File: src/design/pfd_params.svh
// Purpose: constants for the programmable frequency divider
// Assumes: 40 MHz core clock, APB byte addressing
// Notes: offsets are byte addresses, index times four
`ifndef PFD_PARAMS_SVH
`define PFD_PARAMS_SVH
`define PFD_IDX_VALUE 8'h2f
`define PFD_IDX_CONTROL 8'h2e
`define PFD_ADDR_VALUE 12'h0bc
`define PFD_ADDR_CONTROL 12'h0b8
`define PFD_VALUE_RESET 8'h00
`define PFD_CONTROL_RESET 8'h00
`define PFD_BIT_ENABLE 0
`define PFD_BIT_PRESCALE_SELECT_BIT0 1
`define PFD_BIT_PRESCALE_SELECT_BIT1 2
`define PFD_BIT_SRC 3
`define PFD_CLK_HZ 40000000
`define PFD_FAST_HZ 895000
`define PFD_SLOW_HZ 32768
`define PFD_FAST_DIV (`PFD_CLK_HZ / `PFD_FAST_HZ)
`define PFD_SLOW_DIV (`PFD_CLK_HZ / `PFD_SLOW_HZ)
`endif

File: src/design/pfd_pkg.sv
// Purpose: types for the programmable frequency divider
// Assumes: nothing
// Notes: control fields packed as a struct
package pfd_pkg;
    typedef struct packed {
        logic src_slow;
        logic [1:0] prescale;
        logic enable;
    } pfd_ctrl_type;
    typedef enum logic [0:0] {
        PFD_IDLE = 1'b0,
        PFD_RUN = 1'b1
    } pfd_state_type;
endpackage

File: src/design/pfd_top.sv
// Purpose: programmable frequency divider with APB registers
// Assumes: APB3 slave, zero wait states
// Notes: output pin shared with general output by a strap input
`timescale 1ns/1ps
`default_nettype none
`include "pfd_params.svh"
// Operation
// [RULE1] A prescaler divides the source and a general counter runs on it.
// [RULE2] Two control bits choose the prescale ratio.
// [RULE3] An 8-bit read/write value register sets the counter reload.
// [RULE4] A control bit picks 3.58 MHz over four or the 32768 Hz source.
// [RULE5] The enable bit starts the divider and drives its output.
// [RULE6] Value writes are ignored while the divider is disabled.
// [RULE7] Hardware clears the value register while disabled.
// [RULE8] Output frequency is prescaler rate over 2 times (N plus 1).
// [RULE9] A fixed option routes the pin to plain output or divider output.
// [RULE10] A toggle flop flips every N plus 1 prescale pulses, low when off.
module pfd_top (
    input wire logic CORE_CLK, // core clock
    input wire logic NRST, // async reset, active low
    input wire logic PSEL, // apb select
    input wire logic PENABLE, // apb enable
    input wire logic PWRITE, // apb direction
    input wire logic [11:0] PADDR, // apb byte address
    input wire logic [31:0] PWDATA, // apb write data
    output logic [31:0] PRDATA, // apb read data
    output logic PREADY, // apb ready
    output logic PSLVERR, // apb error
    input wire logic PIN_MODE_DIVIDER, // fixed option, 1 = divider out
    input wire logic GPIO_OUT, // ordinary output level
    output logic PIN_OUT // shared output pin
);
    // ----------------------------------------
    // declarations
    // ----------------------------------------
    // register state and next values
    pfd_pkg::pfd_ctrl_type ctrl;
    pfd_pkg::pfd_ctrl_type next_ctrl;
    pfd_pkg::pfd_state_type state;
    pfd_pkg::pfd_state_type next_state;
    logic [7:0] divider_value;
    logic [7:0] next_divider_value;

    // counters, pulses and the output wave
    logic [7:0] cnt;
    logic [7:0] next_cnt;
    logic [2:0] pres_cnt;
    logic [2:0] next_pres_cnt;
    logic src_tick;
    logic pres_tick;
    logic next_pres_tick;
    logic wave;
    logic next_wave;
    logic pres_hit;
    logic [7:0] pres_max;
    logic cnt_hit;
    logic running;

    // bus decode
    logic setup;
    logic access;
    logic rd_setup;
    logic wr_ctrl;
    logic wr_value;
    logic hit_ctrl;
    logic hit_value;
    logic hit_any;
    logic [31:0] next_rdata;
    logic [31:0] next_prdata;
    logic next_pslverr;
    logic next_pin;

    // ----------------------------------------
    // helpers
    // ----------------------------------------
    // prescale ratio 1, 2, 4 or 8, as a terminal count
    function automatic logic [7:0] ratio_max(input logic [1:0] sel);
        ratio_max = (8'h01 << sel) - 8'h01;
    endfunction

    // full address compare; partial decode would alias other offsets
    function automatic logic addr_is(input logic [11:0] a, input logic [11:0] b);
        addr_is = (a == b);
    endfunction

    // ----------------------------------------
    // bus decode
    // ----------------------------------------
    // zero wait states keeps the slave trivial
    assign setup = PSEL && !PENABLE;
    assign access = PSEL && PENABLE;
    assign rd_setup = setup && !PWRITE;
    assign hit_ctrl = addr_is(PADDR, `PFD_ADDR_CONTROL);
    assign hit_value = addr_is(PADDR, `PFD_ADDR_VALUE);
    assign hit_any = hit_ctrl || hit_value;
    assign wr_ctrl = access && PWRITE && hit_ctrl;

    // a stopped divider drops value writes without an error
    assign wr_value = access && PWRITE && hit_value && ctrl.enable; // RULE6

    // read data captured in setup so it stands through access
    assign next_rdata = hit_ctrl ? {28'h0, ctrl} :
                        hit_value ? {24'h0, divider_value} : 32'h0;
    assign next_prdata = rd_setup ? next_rdata : PRDATA;

    // error covers the whole access phase of an unmapped address
    assign next_pslverr = setup && !hit_any;

    // bus outputs; ready rises at the first edge after reset
    always_ff @(posedge CORE_CLK or negedge NRST)
    begin
        if (!NRST)
        begin
            PRDATA <= 32'h0;
            PSLVERR <= 1'b0;
            PREADY <= 1'b0;
        end
        else
        begin
            PRDATA <= next_prdata;
            PSLVERR <= next_pslverr;
            PREADY <= 1'b1;
        end
    end

    // ----------------------------------------
    // registers
    // ----------------------------------------
    // control register: enable, prescale, source
    assign next_ctrl = wr_ctrl ?
        pfd_pkg::pfd_ctrl_type'(PWDATA[3:0]) : ctrl; // RULE2 RULE4 RULE5

    always_ff @(posedge CORE_CLK or negedge NRST)
    begin
        if (!NRST)
            ctrl <= pfd_pkg::pfd_ctrl_type'(4'(`PFD_CONTROL_RESET));
        else
            ctrl <= next_ctrl;
    end

    // value register; the stop clear outranks any write
    assign next_divider_value = !ctrl.enable ? 8'h00 : // RULE7
                                wr_value ? PWDATA[7:0] : // RULE3
                                divider_value;

    always_ff @(posedge CORE_CLK or negedge NRST)
    begin
        if (!NRST)
            divider_value <= `PFD_VALUE_RESET;
        else
            divider_value <= next_divider_value;
    end

    // ----------------------------------------
    // source and prescaler
    // ----------------------------------------
    // source pulses stop and re-phase whenever the divider stops
    pfd_tick u_tick (
        .clk(CORE_CLK),
        .rst_n(NRST),
        .run(ctrl.enable),
        .sel_slow(ctrl.src_slow), // RULE4
        .tick(src_tick)
    );

    // terminal count of the prescale stage
    assign pres_max = ratio_max(ctrl.prescale);
    assign pres_hit = src_tick && ({5'h0, pres_cnt} == pres_max); // RULE2

    // prescaler count and its one-cycle output pulse
    always_comb
    begin
        next_pres_cnt = pres_cnt;
        next_pres_tick = 1'b0;
        if (!ctrl.enable)
            next_pres_cnt = 3'h0;
        else if (pres_hit)
        begin
            next_pres_cnt = 3'h0;
            next_pres_tick = 1'b1; // RULE1
        end
        else if (src_tick)
            next_pres_cnt = pres_cnt + 3'h1;
    end

    // prescaler flops
    always_ff @(posedge CORE_CLK or negedge NRST)
    begin
        if (!NRST)
        begin
            pres_cnt <= 3'h0;
            pres_tick <= 1'b0;
        end
        else
        begin
            pres_cnt <= next_pres_cnt;
            pres_tick <= next_pres_tick;
        end
    end

    // ----------------------------------------
    // run state
    // ----------------------------------------
    // first enabled cycle only arms the counter, so it starts clean
    always_comb
    begin
        next_state = state;
        unique case (state)
            pfd_pkg::PFD_IDLE:
                if (ctrl.enable)
                    next_state = pfd_pkg::PFD_RUN; // RULE5
            pfd_pkg::PFD_RUN:
                if (!ctrl.enable)
                    next_state = pfd_pkg::PFD_IDLE;
        endcase
    end

    // state flop
    always_ff @(posedge CORE_CLK or negedge NRST)
    begin
        if (!NRST)
            state <= pfd_pkg::PFD_IDLE;
        else
            state <= next_state;
    end

    // ----------------------------------------
    // general counter and output
    // ----------------------------------------
    // a new value at or below the count ends the current half period at the next prescale pulse
    assign running = (state == pfd_pkg::PFD_RUN) && ctrl.enable;
    assign cnt_hit = cnt >= divider_value;

    // toggle every N+1 prescale pulses; period is 2(N+1)
    always_comb
    begin
        next_cnt = cnt;
        next_wave = wave;
        if (!running)
        begin
            next_cnt = 8'h00;
            next_wave = 1'b0; // RULE10
        end
        else if (pres_tick && cnt_hit)
        begin
            next_cnt = 8'h00;
            next_wave = ~wave; // RULE8 RULE10
        end
        else if (pres_tick)
            next_cnt = cnt + 8'h01; // RULE1
    end

    // counter and toggle flops
    always_ff @(posedge CORE_CLK or negedge NRST)
    begin
        if (!NRST)
        begin
            cnt <= 8'h00;
            wave <= 1'b0;
        end
        else
        begin
            cnt <= next_cnt;
            wave <= next_wave;
        end
    end

    // ----------------------------------------
    // shared pin
    // ----------------------------------------
    // pin mux by fixed option; registered so the pin comes from a flop
    assign next_pin = PIN_MODE_DIVIDER ? wave : GPIO_OUT; // RULE9

    // costs one cycle of latency on both routes
    always_ff @(posedge CORE_CLK or negedge NRST)
    begin
        if (!NRST)
            PIN_OUT <= 1'b0;
        else
            PIN_OUT <= next_pin;
    end
endmodule
`default_nettype wire

File: src/design/pfd_tick.sv
// Purpose: source clock enable generator
// Assumes: single core clock
// Notes: fractional accumulator keeps the average rate exact
`timescale 1ns/1ps
`default_nettype none
`include "pfd_params.svh"
module pfd_tick (
    input wire logic clk, // core clock
    input wire logic rst_n, // async reset
    input wire logic run, // counting allowed
    input wire logic sel_slow, // pick 32768 Hz source
    output logic tick // one-cycle source pulse
);
    logic [31:0] acc;
    logic [31:0] step;
    logic [32:0] sum;
    // ----------------------------------------
    // phase accumulator
    // ----------------------------------------
    // fast/slow step added against the core rate
    assign step = sel_slow ? 32'(`PFD_SLOW_HZ) : 32'(`PFD_FAST_HZ);
    assign sum = {1'b0, acc} + {1'b0, step};
    always_ff @(posedge clk or negedge rst_n)
    begin
        if (!rst_n)
        begin
            acc <= 32'h0;
            tick <= 1'b0;
        end
        else if (!run)
        begin
            acc <= 32'h0;
            tick <= 1'b0;
        end
        else if (sum[31:0] >= 32'(`PFD_CLK_HZ))
        begin
            acc <= sum[31:0] - 32'(`PFD_CLK_HZ);
            tick <= 1'b1;
        end
        else
        begin
            acc <= sum[31:0];
            tick <= 1'b0;
        end
    end
endmodule
`default_nettype wire

File: config.mk
export PLATFORM = sky130hd
export DESIGN_NAME = pfd_top
export DESIGN_NICKNAME = d
export VERILOG_FILES = /design/src/design/pfd_pkg.sv /design/src/design/pfd_top.sv /design/src/design/pfd_tick.sv
export VERILOG_INCLUDE_DIRS = /design/src /design/src/design
export SDC_FILE = /design/constraint.sdc
export NUM_CORES = 1
export LEC_CHECK = 0
export BUFFER_PORTS_ARGS = -buffer_cell sky130_fd_sc_hd__buf_2
export CAP_MARGIN = 20
export CORE_MARGIN = 10
export CORE_UTILIZATION = 53
export CTS_BUF_LIST = sky130_fd_sc_hd__clkbuf_8
export DETAILED_ROUTE_END_ITERATION = 8
export GPL_ROUTABILITY_DRIVEN = 0
export HOLD_SLACK_MARGIN = 0.03
export PLACE_DENSITY = 0.79
export SLEW_MARGIN = 10
export SYNTH_ARGS = -nofsm -noshare
export SYNTH_HDL_FRONTEND = slang
export SYNTH_SLANG_ARGS = --single-unit
File: constraint.sdc
create_clock -name CORE_CLK -period 3.7 [get_ports CORE_CLK]
set_clock_uncertainty 0.1 [all_clocks]
set_input_delay 0.185 -clock CORE_CLK [delete_from_list [all_inputs] [get_ports CORE_CLK]]
set_output_delay 0.185 -clock CORE_CLK [all_outputs]
set_load 0.01 [all_outputs]
==> results.json, run 1 <==
{
  "status": "finished, violations left",
  "violations": "setup timing",
  "grt_max_degree": 40,
  "finalNonFillerCells": 794,
  "r2r-end": "u_tick.acc[29]$_DFF_PN0_",
  "wirelength_um": 13800,
  "fin_area_um2": 6310,
  "final_nets": 730,
  "die_h_um": 117,
  "io_pins": 86,
  "start_kind": "register",
  "pwr-share-clk": 0.150,
  "synth-simple-area-share": 0.253,
  "hold_viol_final": 0,
  "setup_ws_ps": -21.7,
  "cp-end-kind": "register",
  "fill_cells": 708,
  "final_util": 0.683,
  "path_max_fanout": 19,
  "grt_first_pass_wirelength_um": 22400,
  "cts_root_buf": "clkbuf_8",
  "syn_to_final_growth_pct": 25.6,
  "ir_drop_mv": 0.528,
  "p_sw_mw": 1.91,
  "cts_buffers": 9,
  "synth_seq_cells": 67,
  "coreArea_um2": 9240,
  "numClockSinks": 67,
  "num_antenna_cells": 0,
  "yosys.area_share.adder": 0.0488,
  "vias": 4700,
  "cpMaxStageDelayCell": "or4_4",
  "dp.cells": 751,
  "cap_violations": 0,
  "post-route-min-period_ps": 3720,
  "clk_pin_slew_ps": 90,
  "muxShareOfSynthArea": 0.0388,
  "fmax_ghz": 0.269,
  "place_area_um2": 5600,
  "maxSlewViolCount": 0,
  "crit_chain": "inv_2 -> buf_4 -> ha_2 -> a211oi_2 -> nor2_1 -> nor4_2 -> a311oi_4 -> o21a_1 -> a2111oi_4 -> nor2_4 -> buf_12 -> or4_4 -> a21oi_2",
  "antenna_found_initial": 0,
  "drive_above_1_share": 0.307,
  "post-route-period-util": 1.01,
  "intPower_mw": 2.43,
  "cts_buffer_depth": 2,
  "postRouteAntennaNets": 0,
  "switching_share": 0.440,
  "synth-async-reset-ratio": 1.00,
  "powerDensity_nw_per_um2": 687,
  "synth-seq-area-share": 0.333,
  "start_util": 0.544,
  "pwr-share-seq": 0.268,
  "r2r_start": "ctrl[3]$_DFFE_PN0P_",
  "worst-setup-path-type": "register to register",
  "r2r_cells": 13,
  "synth-xor-area-share": 0.0361,
  "setup_viol": 1,
  "synth_edf_count": 0,
  "port_buffers": 37,
  "synth_cells": 554,
  "fp-row-count": 35,
  "rsz0062_at_grt": "yes",
  "grt_pass1_vias": 4652,
  "cp-endpoint": "u_tick.acc[29]$_DFF_PN0_",
  "worstPathRequired_ps": 3890,
  "synth_cell_type_count": 84,
  "hpwl_um": 9660,
  "yosys_warnings": 0,
  "gr-total-overflow": 0,
  "synth_ff_type": "dfrtp_1",
  "hold_path.class": "primary input to register",
  "cts_tree": "yes",
  "die_w_um": 117,
  "first_pass_iters": 5,
  "viasPerCell": 5.92,
  "relSlewSlack": 0.421,
  "wl_per_cell_um": 17.4,
  "synth_compound_area_frac": 0.214,
  "cpPeakStageDelay_ps": 510,
  "reg2reg_slack_ps": -20,
  "synth_area_um2": 5030,
  "arrival_ps": 3920,
  "track_usage": 0.189,
  "power_leakage_nw": 2.88,
  "postSynthAreaPerCell_um2": 9.08,
  "cts_max_level": 3,
  "worstSkewPairLatency_ps": 360,
  "synth_top_family_by_area": "simple AND/OR/NAND/NOR gates",
  "critPathLaunch": "ctrl[3]$_DFFE_PN0P_",
  "power_frac_comb": 0.582,
  "worst_pin_slew_ps": 868,
  "drtIter0Drc": 400,
  "dieArea_um2": 13800,
  "drc_errors": 0
}
## registers in the layout (all words and copies together) (netlist names), 3 cells and up
signal,flops
pres_cnt,3
PRDATA,8
cnt,8
ctrl,4
divider_value,8
u_tick.acc,29
## cells in the final DEF, fill, tap and decap left out, drive strengths merged, types with 9 or more instances in the layout
cell           n
nand2b        10
and3          13
conb          25
xor2          11
nand3         22
buf          106
o31ai         15
o21ai         37
a21oi         19
clkbuf         9
dlygate4sd3   13
mux2i         15
a22o           9
nor3          26
ha            18
inv           24
dfrtp         67
nor2          44
nor2b         10
nand2         38
or3           13
## what timing repair did
action | 4_1_cts | 5_1_grt
setup buffers | 2 | 12
pin swaps | 12 | 24
hold endpoints to repair | 52 | 0
endpoints found under the setup margin | 17 | 22
resized for setup | 20 | 39
hold buffers | 13 | 0
## worst max-delay path, delay by kind of cell, from the launching register on
kind	cells	cell delay, ps
buffers and inverters	3	430
adders and majority gates	1	360
AOI/OAI and AO/OA	5	1170
DFF	1	400
and+or+nand+nor	4	1190
## power by group through the flow
stage               sequential [mW]  combinational, mW  clock [mW]
floorplan                      1.02               1.53           0
global placement               1.13               2.02           0
detailed placement             1.14               2.14           0
CTS                            1.14               2.25       0.670
global route                   1.18               2.75       0.703
finish                         1.16               2.52       0.651
## cells in the mapped netlist (all sizes together), types with 15 or more instances
library cell,n,share of area
o31ai,15,0.025
nor2,44,0.034
nor3,26,0.026
nand3,22,0.025
dfrtp,67,0.33
o21ai,37,0.038
a21oi,19,0.020
ha,18,0.045
inv,20,0.015
nand2,38,0.028
buf,38,0.053
mux2i,15,0.030
## cell type report
type	count	area, um2	share of cell area
multi-input cells	443	3320	0.526
clock buffers	9	124	0.0196
repair buffers	119	870	0.138
flip-flops and latches	67	1680	0.266
inverters	20	75.1	0.0119
clock inverters	7	83.8	0.0133
well taps	129	161	0.0256
## per-layer routing
metal,routed length [um],up-vias,track usage
met5,0,-,0
met4,226,0,0.0822
met3,739,31,0.0360
met2,7110,171,0.323
met1,5740,2289,0.224
li1,-,2209,-
## logic make-up after synthesis
kind of cell	after synthesis
AOI/OAI and AO/OA	138
xor gates and xnor gates	19
adders and majority gates	19
buffers and inverters	67
DFF	67
muxes	19
other	2
and+or+nand+nor	223
## worst min-delay path by stage
stage / from / cells past startpoint / to / slack, ps
floorplan: NRST / 0 / PIN_OUT$_DFF_PN0_ / -210
global placement: NRST / 1 / PRDATA[3]$_DFFE_PN0P_ / 230
detailed placement: NRST / 1 / PRDATA[3]$_DFFE_PN0P_ / 240
CTS: PADDR[2] / 3 / PRDATA[1]$_DFFE_PN0P_ / 140
global route: PADDR[2] / 3 / PRDATA[1]$_DFFE_PN0P_ / 160
finish: PADDR[2] / 3 / PRDATA[1]$_DFFE_PN0P_ / 150
## stage by stage
| step | TNS (ps) | setup WS (ps) | power, mW | hold WS [ps] |
|---|---|---|---|---|
| after floorplan | 0 | 51.4 | 2.55 | -211 |
| after global placement | 0 | 1.56 | 3.15 | 229 |
| after detailed placement | -536 | -119 | 3.28 | 244 |
| after CTS | 0 | 3.93 | 4.06 | 138 |
| after global routing | -1010 | -138 | 4.63 | 163 |
| final | -21.7 | -21.7 | 4.34 | 149 |
Power figures use the tool's default switching activity.
==> inputs of run 2 (changes only) <==
Settings changed: CELL_PAD_IN_SITES_DETAIL_PLACEMENT from default to 1, CELL_PAD_IN_SITES_GLOBAL_PLACEMENT from default to 2, CORE_UTILIZATION 53 to 32, PLACE_DENSITY 0.79 to default, PLACE_DENSITY_LB_ADDON from default to 0.1, SETUP_SLACK_MARGIN from default to 0.02.
==> results.json, run 2 (synthesis results as in run 1) <==
{
  "worst-setup-path-type": "register to register",
  "io_pins": 86,
  "coreArea_um2": 15300,
  "cts_tree": "yes",
  "antenna_found_initial": 0,
  "powerDensity_nw_per_um2": 704,
  "setup_viol": 3,
  "cts_max_level": 3,
  "hpwl_um": 12000,
  "cp-end-kind": "register",
  "largest_reg_flops": 29,
  "port_buffers": 37,
  "track_usage": 0.154,
  "start_util": 0.328,
  "fmax_ghz": 0.267,
  "hold_viol_final": 0,
  "pwr-share-seq": 0.241,
  "die_w_um": 145,
  "grt_pass1_vias": 5112,
  "r2r_start": "ctrl[3]$_DFFE_PN0P_",
  "path_max_fanout": 8,
  "worstPathRequired_ps": 3890,
  "drc_errors": 0,
  "clk_pin_slew_ps": 80,
  "place_ws_ps": -241,
  "r2r-end": "u_tick.acc[29]$_DFF_PN0_",
  "fp-row-count": 45,
  "reg2reg_slack_ps": -40,
  "power_frac_comb": 0.591,
  "r2r_cells": 14,
  "syn_to_final_growth_pct": 36.7,
  "grt_max_degree": 34,
  "post-route-min-period_ps": 3740,
  "viasPerCell": 5.29,
  "drtIter0Drc": 216,
  "ir_drop_mv": 0.307,
  "final_cell_mix": "buf_4, dfrtp_1, nor2_1",
  "drive_above_1_share": 0.360,
  "finalNonFillerCells": 898,
  "hold_path.class": "primary input to async pin",
  "fin_setup_tns_ps": -51.3,
  "cp-endpoint": "u_tick.acc[29]$_DFF_PN0_",
  "intPower_mw": 2.75,
  "cts_root_buf": "clkbuf_8",
  "fin_area_um2": 6880,
  "dieArea_um2": 21100,
  "gr-total-overflow": 0,
  "maxSlewViolCount": 0,
  "p_sw_mw": 2.09,
  "arrival_ps": 3930,
  "vias": 4751,
  "num_antenna_cells": 0,
  "cts_buffers": 9,
  "pwr-share-clk": 0.168,
  "grt_first_pass_wirelength_um": 27000,
  "wl_per_cell_um": 18.7,
  "critPathLaunch": "ctrl[3]$_DFFE_PN0P_",
  "setup_ws_ps": -39.5,
  "die_h_um": 145,
  "rsz0062_at_grt": "yes",
  "cap_violations": 0,
  "wirelength_um": 16800,
  "start_kind": "register",
  "violations": "setup timing",
  "power_leakage_nw": 3.05,
  "whs_ps": 47.1,
  "relSlewSlack": 0.488,
  "place_area_um2": 5810,
  "dp.cells": 849,
  "power_mw": 4.84,
  "postRouteAntennaNets": 0,
  "worst_pin_slew_ps": 762,
  "first_pass_iters": 5,
  "switching_share": 0.432,
  "numClockSinks": 67,
  "final_util": 0.449,
  "final_nets": 752,
  "final_common_cell": "buf_4",
  "regMostFlops": "u_tick.acc",
  "post-route-period-util": 1.01,
  "status": "finished, violations left",
  "worstSkewPairLatency_ps": 380,
  "cts_buffer_depth": 2
}
==> run 2: how the worst min path moves through the flow <==
stage / end / slack, ps / cells after the start
floorplan: PIN_OUT$_DFF_PN0_ / -210 / 0
global placement: pres_cnt[2]$_DFFE_PN0P_ / -120 / 1
detailed placement: pres_cnt[2]$_DFFE_PN0P_ / -120 / 1
CTS: pres_cnt[2]$_DFFE_PN0P_ / 40 / 2
global route: pres_cnt[2]$_DFFE_PN0P_ / 60 / 2
finish: pres_cnt[2]$_DFFE_PN0P_ / 50 / 2
==> run 2: critical path: stages, from the launching register on <==
cell and delay (ps):
dfrtp_1 400, inv_2 90, ha_4 140, inv_2 40, fa_2 390, nand4b_4 220, or4_4 500, nand3_4 130
a311oi_4 110, o21a_1 230, a2111oi_4 440, nor2_4 90, buf_12 160, or4_1 500, a21oi_1 140
==> run 2: what timing repair did <==
action,CTS,global route
gates cloned,1,1
endpoints found under the hold margin,81,0
gates resized for setup,39,58
endpoints found under the setup margin,24,24
setup buffers,11,8
hold buffers,13,0
pin swaps,14,27
==> run 2: layout make-up <==
type	instances	area [um2]
Clock buffer	10	138
Sequential cell	67	1680
Multi-Input combinational cell	443	3480
Timing Repair Buffer	141	1130
Fill cell	1781	8440
Clock inverter	6	113
Inverter	20	75.1
Tap cell	211	264
==> run 2: power groups by stage <==
| stage | logic, mW | clock network [mW] | registers (mW) |
|---|---|---|---|
| 2_1_floorplan | 1.53 | 0 | 1.02 |
| 3_3_place_gp | 2.23 | 0 | 1.15 |
| 3_5_place_dp | 2.32 | 0 | 1.15 |
| 5_1_grt | 3.11 | 0.863 | 1.19 |
| 4_1_cts | 2.54 | 0.832 | 1.16 |
| 6_report | 2.86 | 0.813 | 1.17 |
==> run 2: per-layer routing <==
metal	track usage	share of wire	vias to the layer above
met2	0.264	0.49	105
li1	-	-	2245
met5	0	0	-
met3	0.0227	0.038	30
met1	0.191	0.45	2371
met4	0.0597	0.023	0
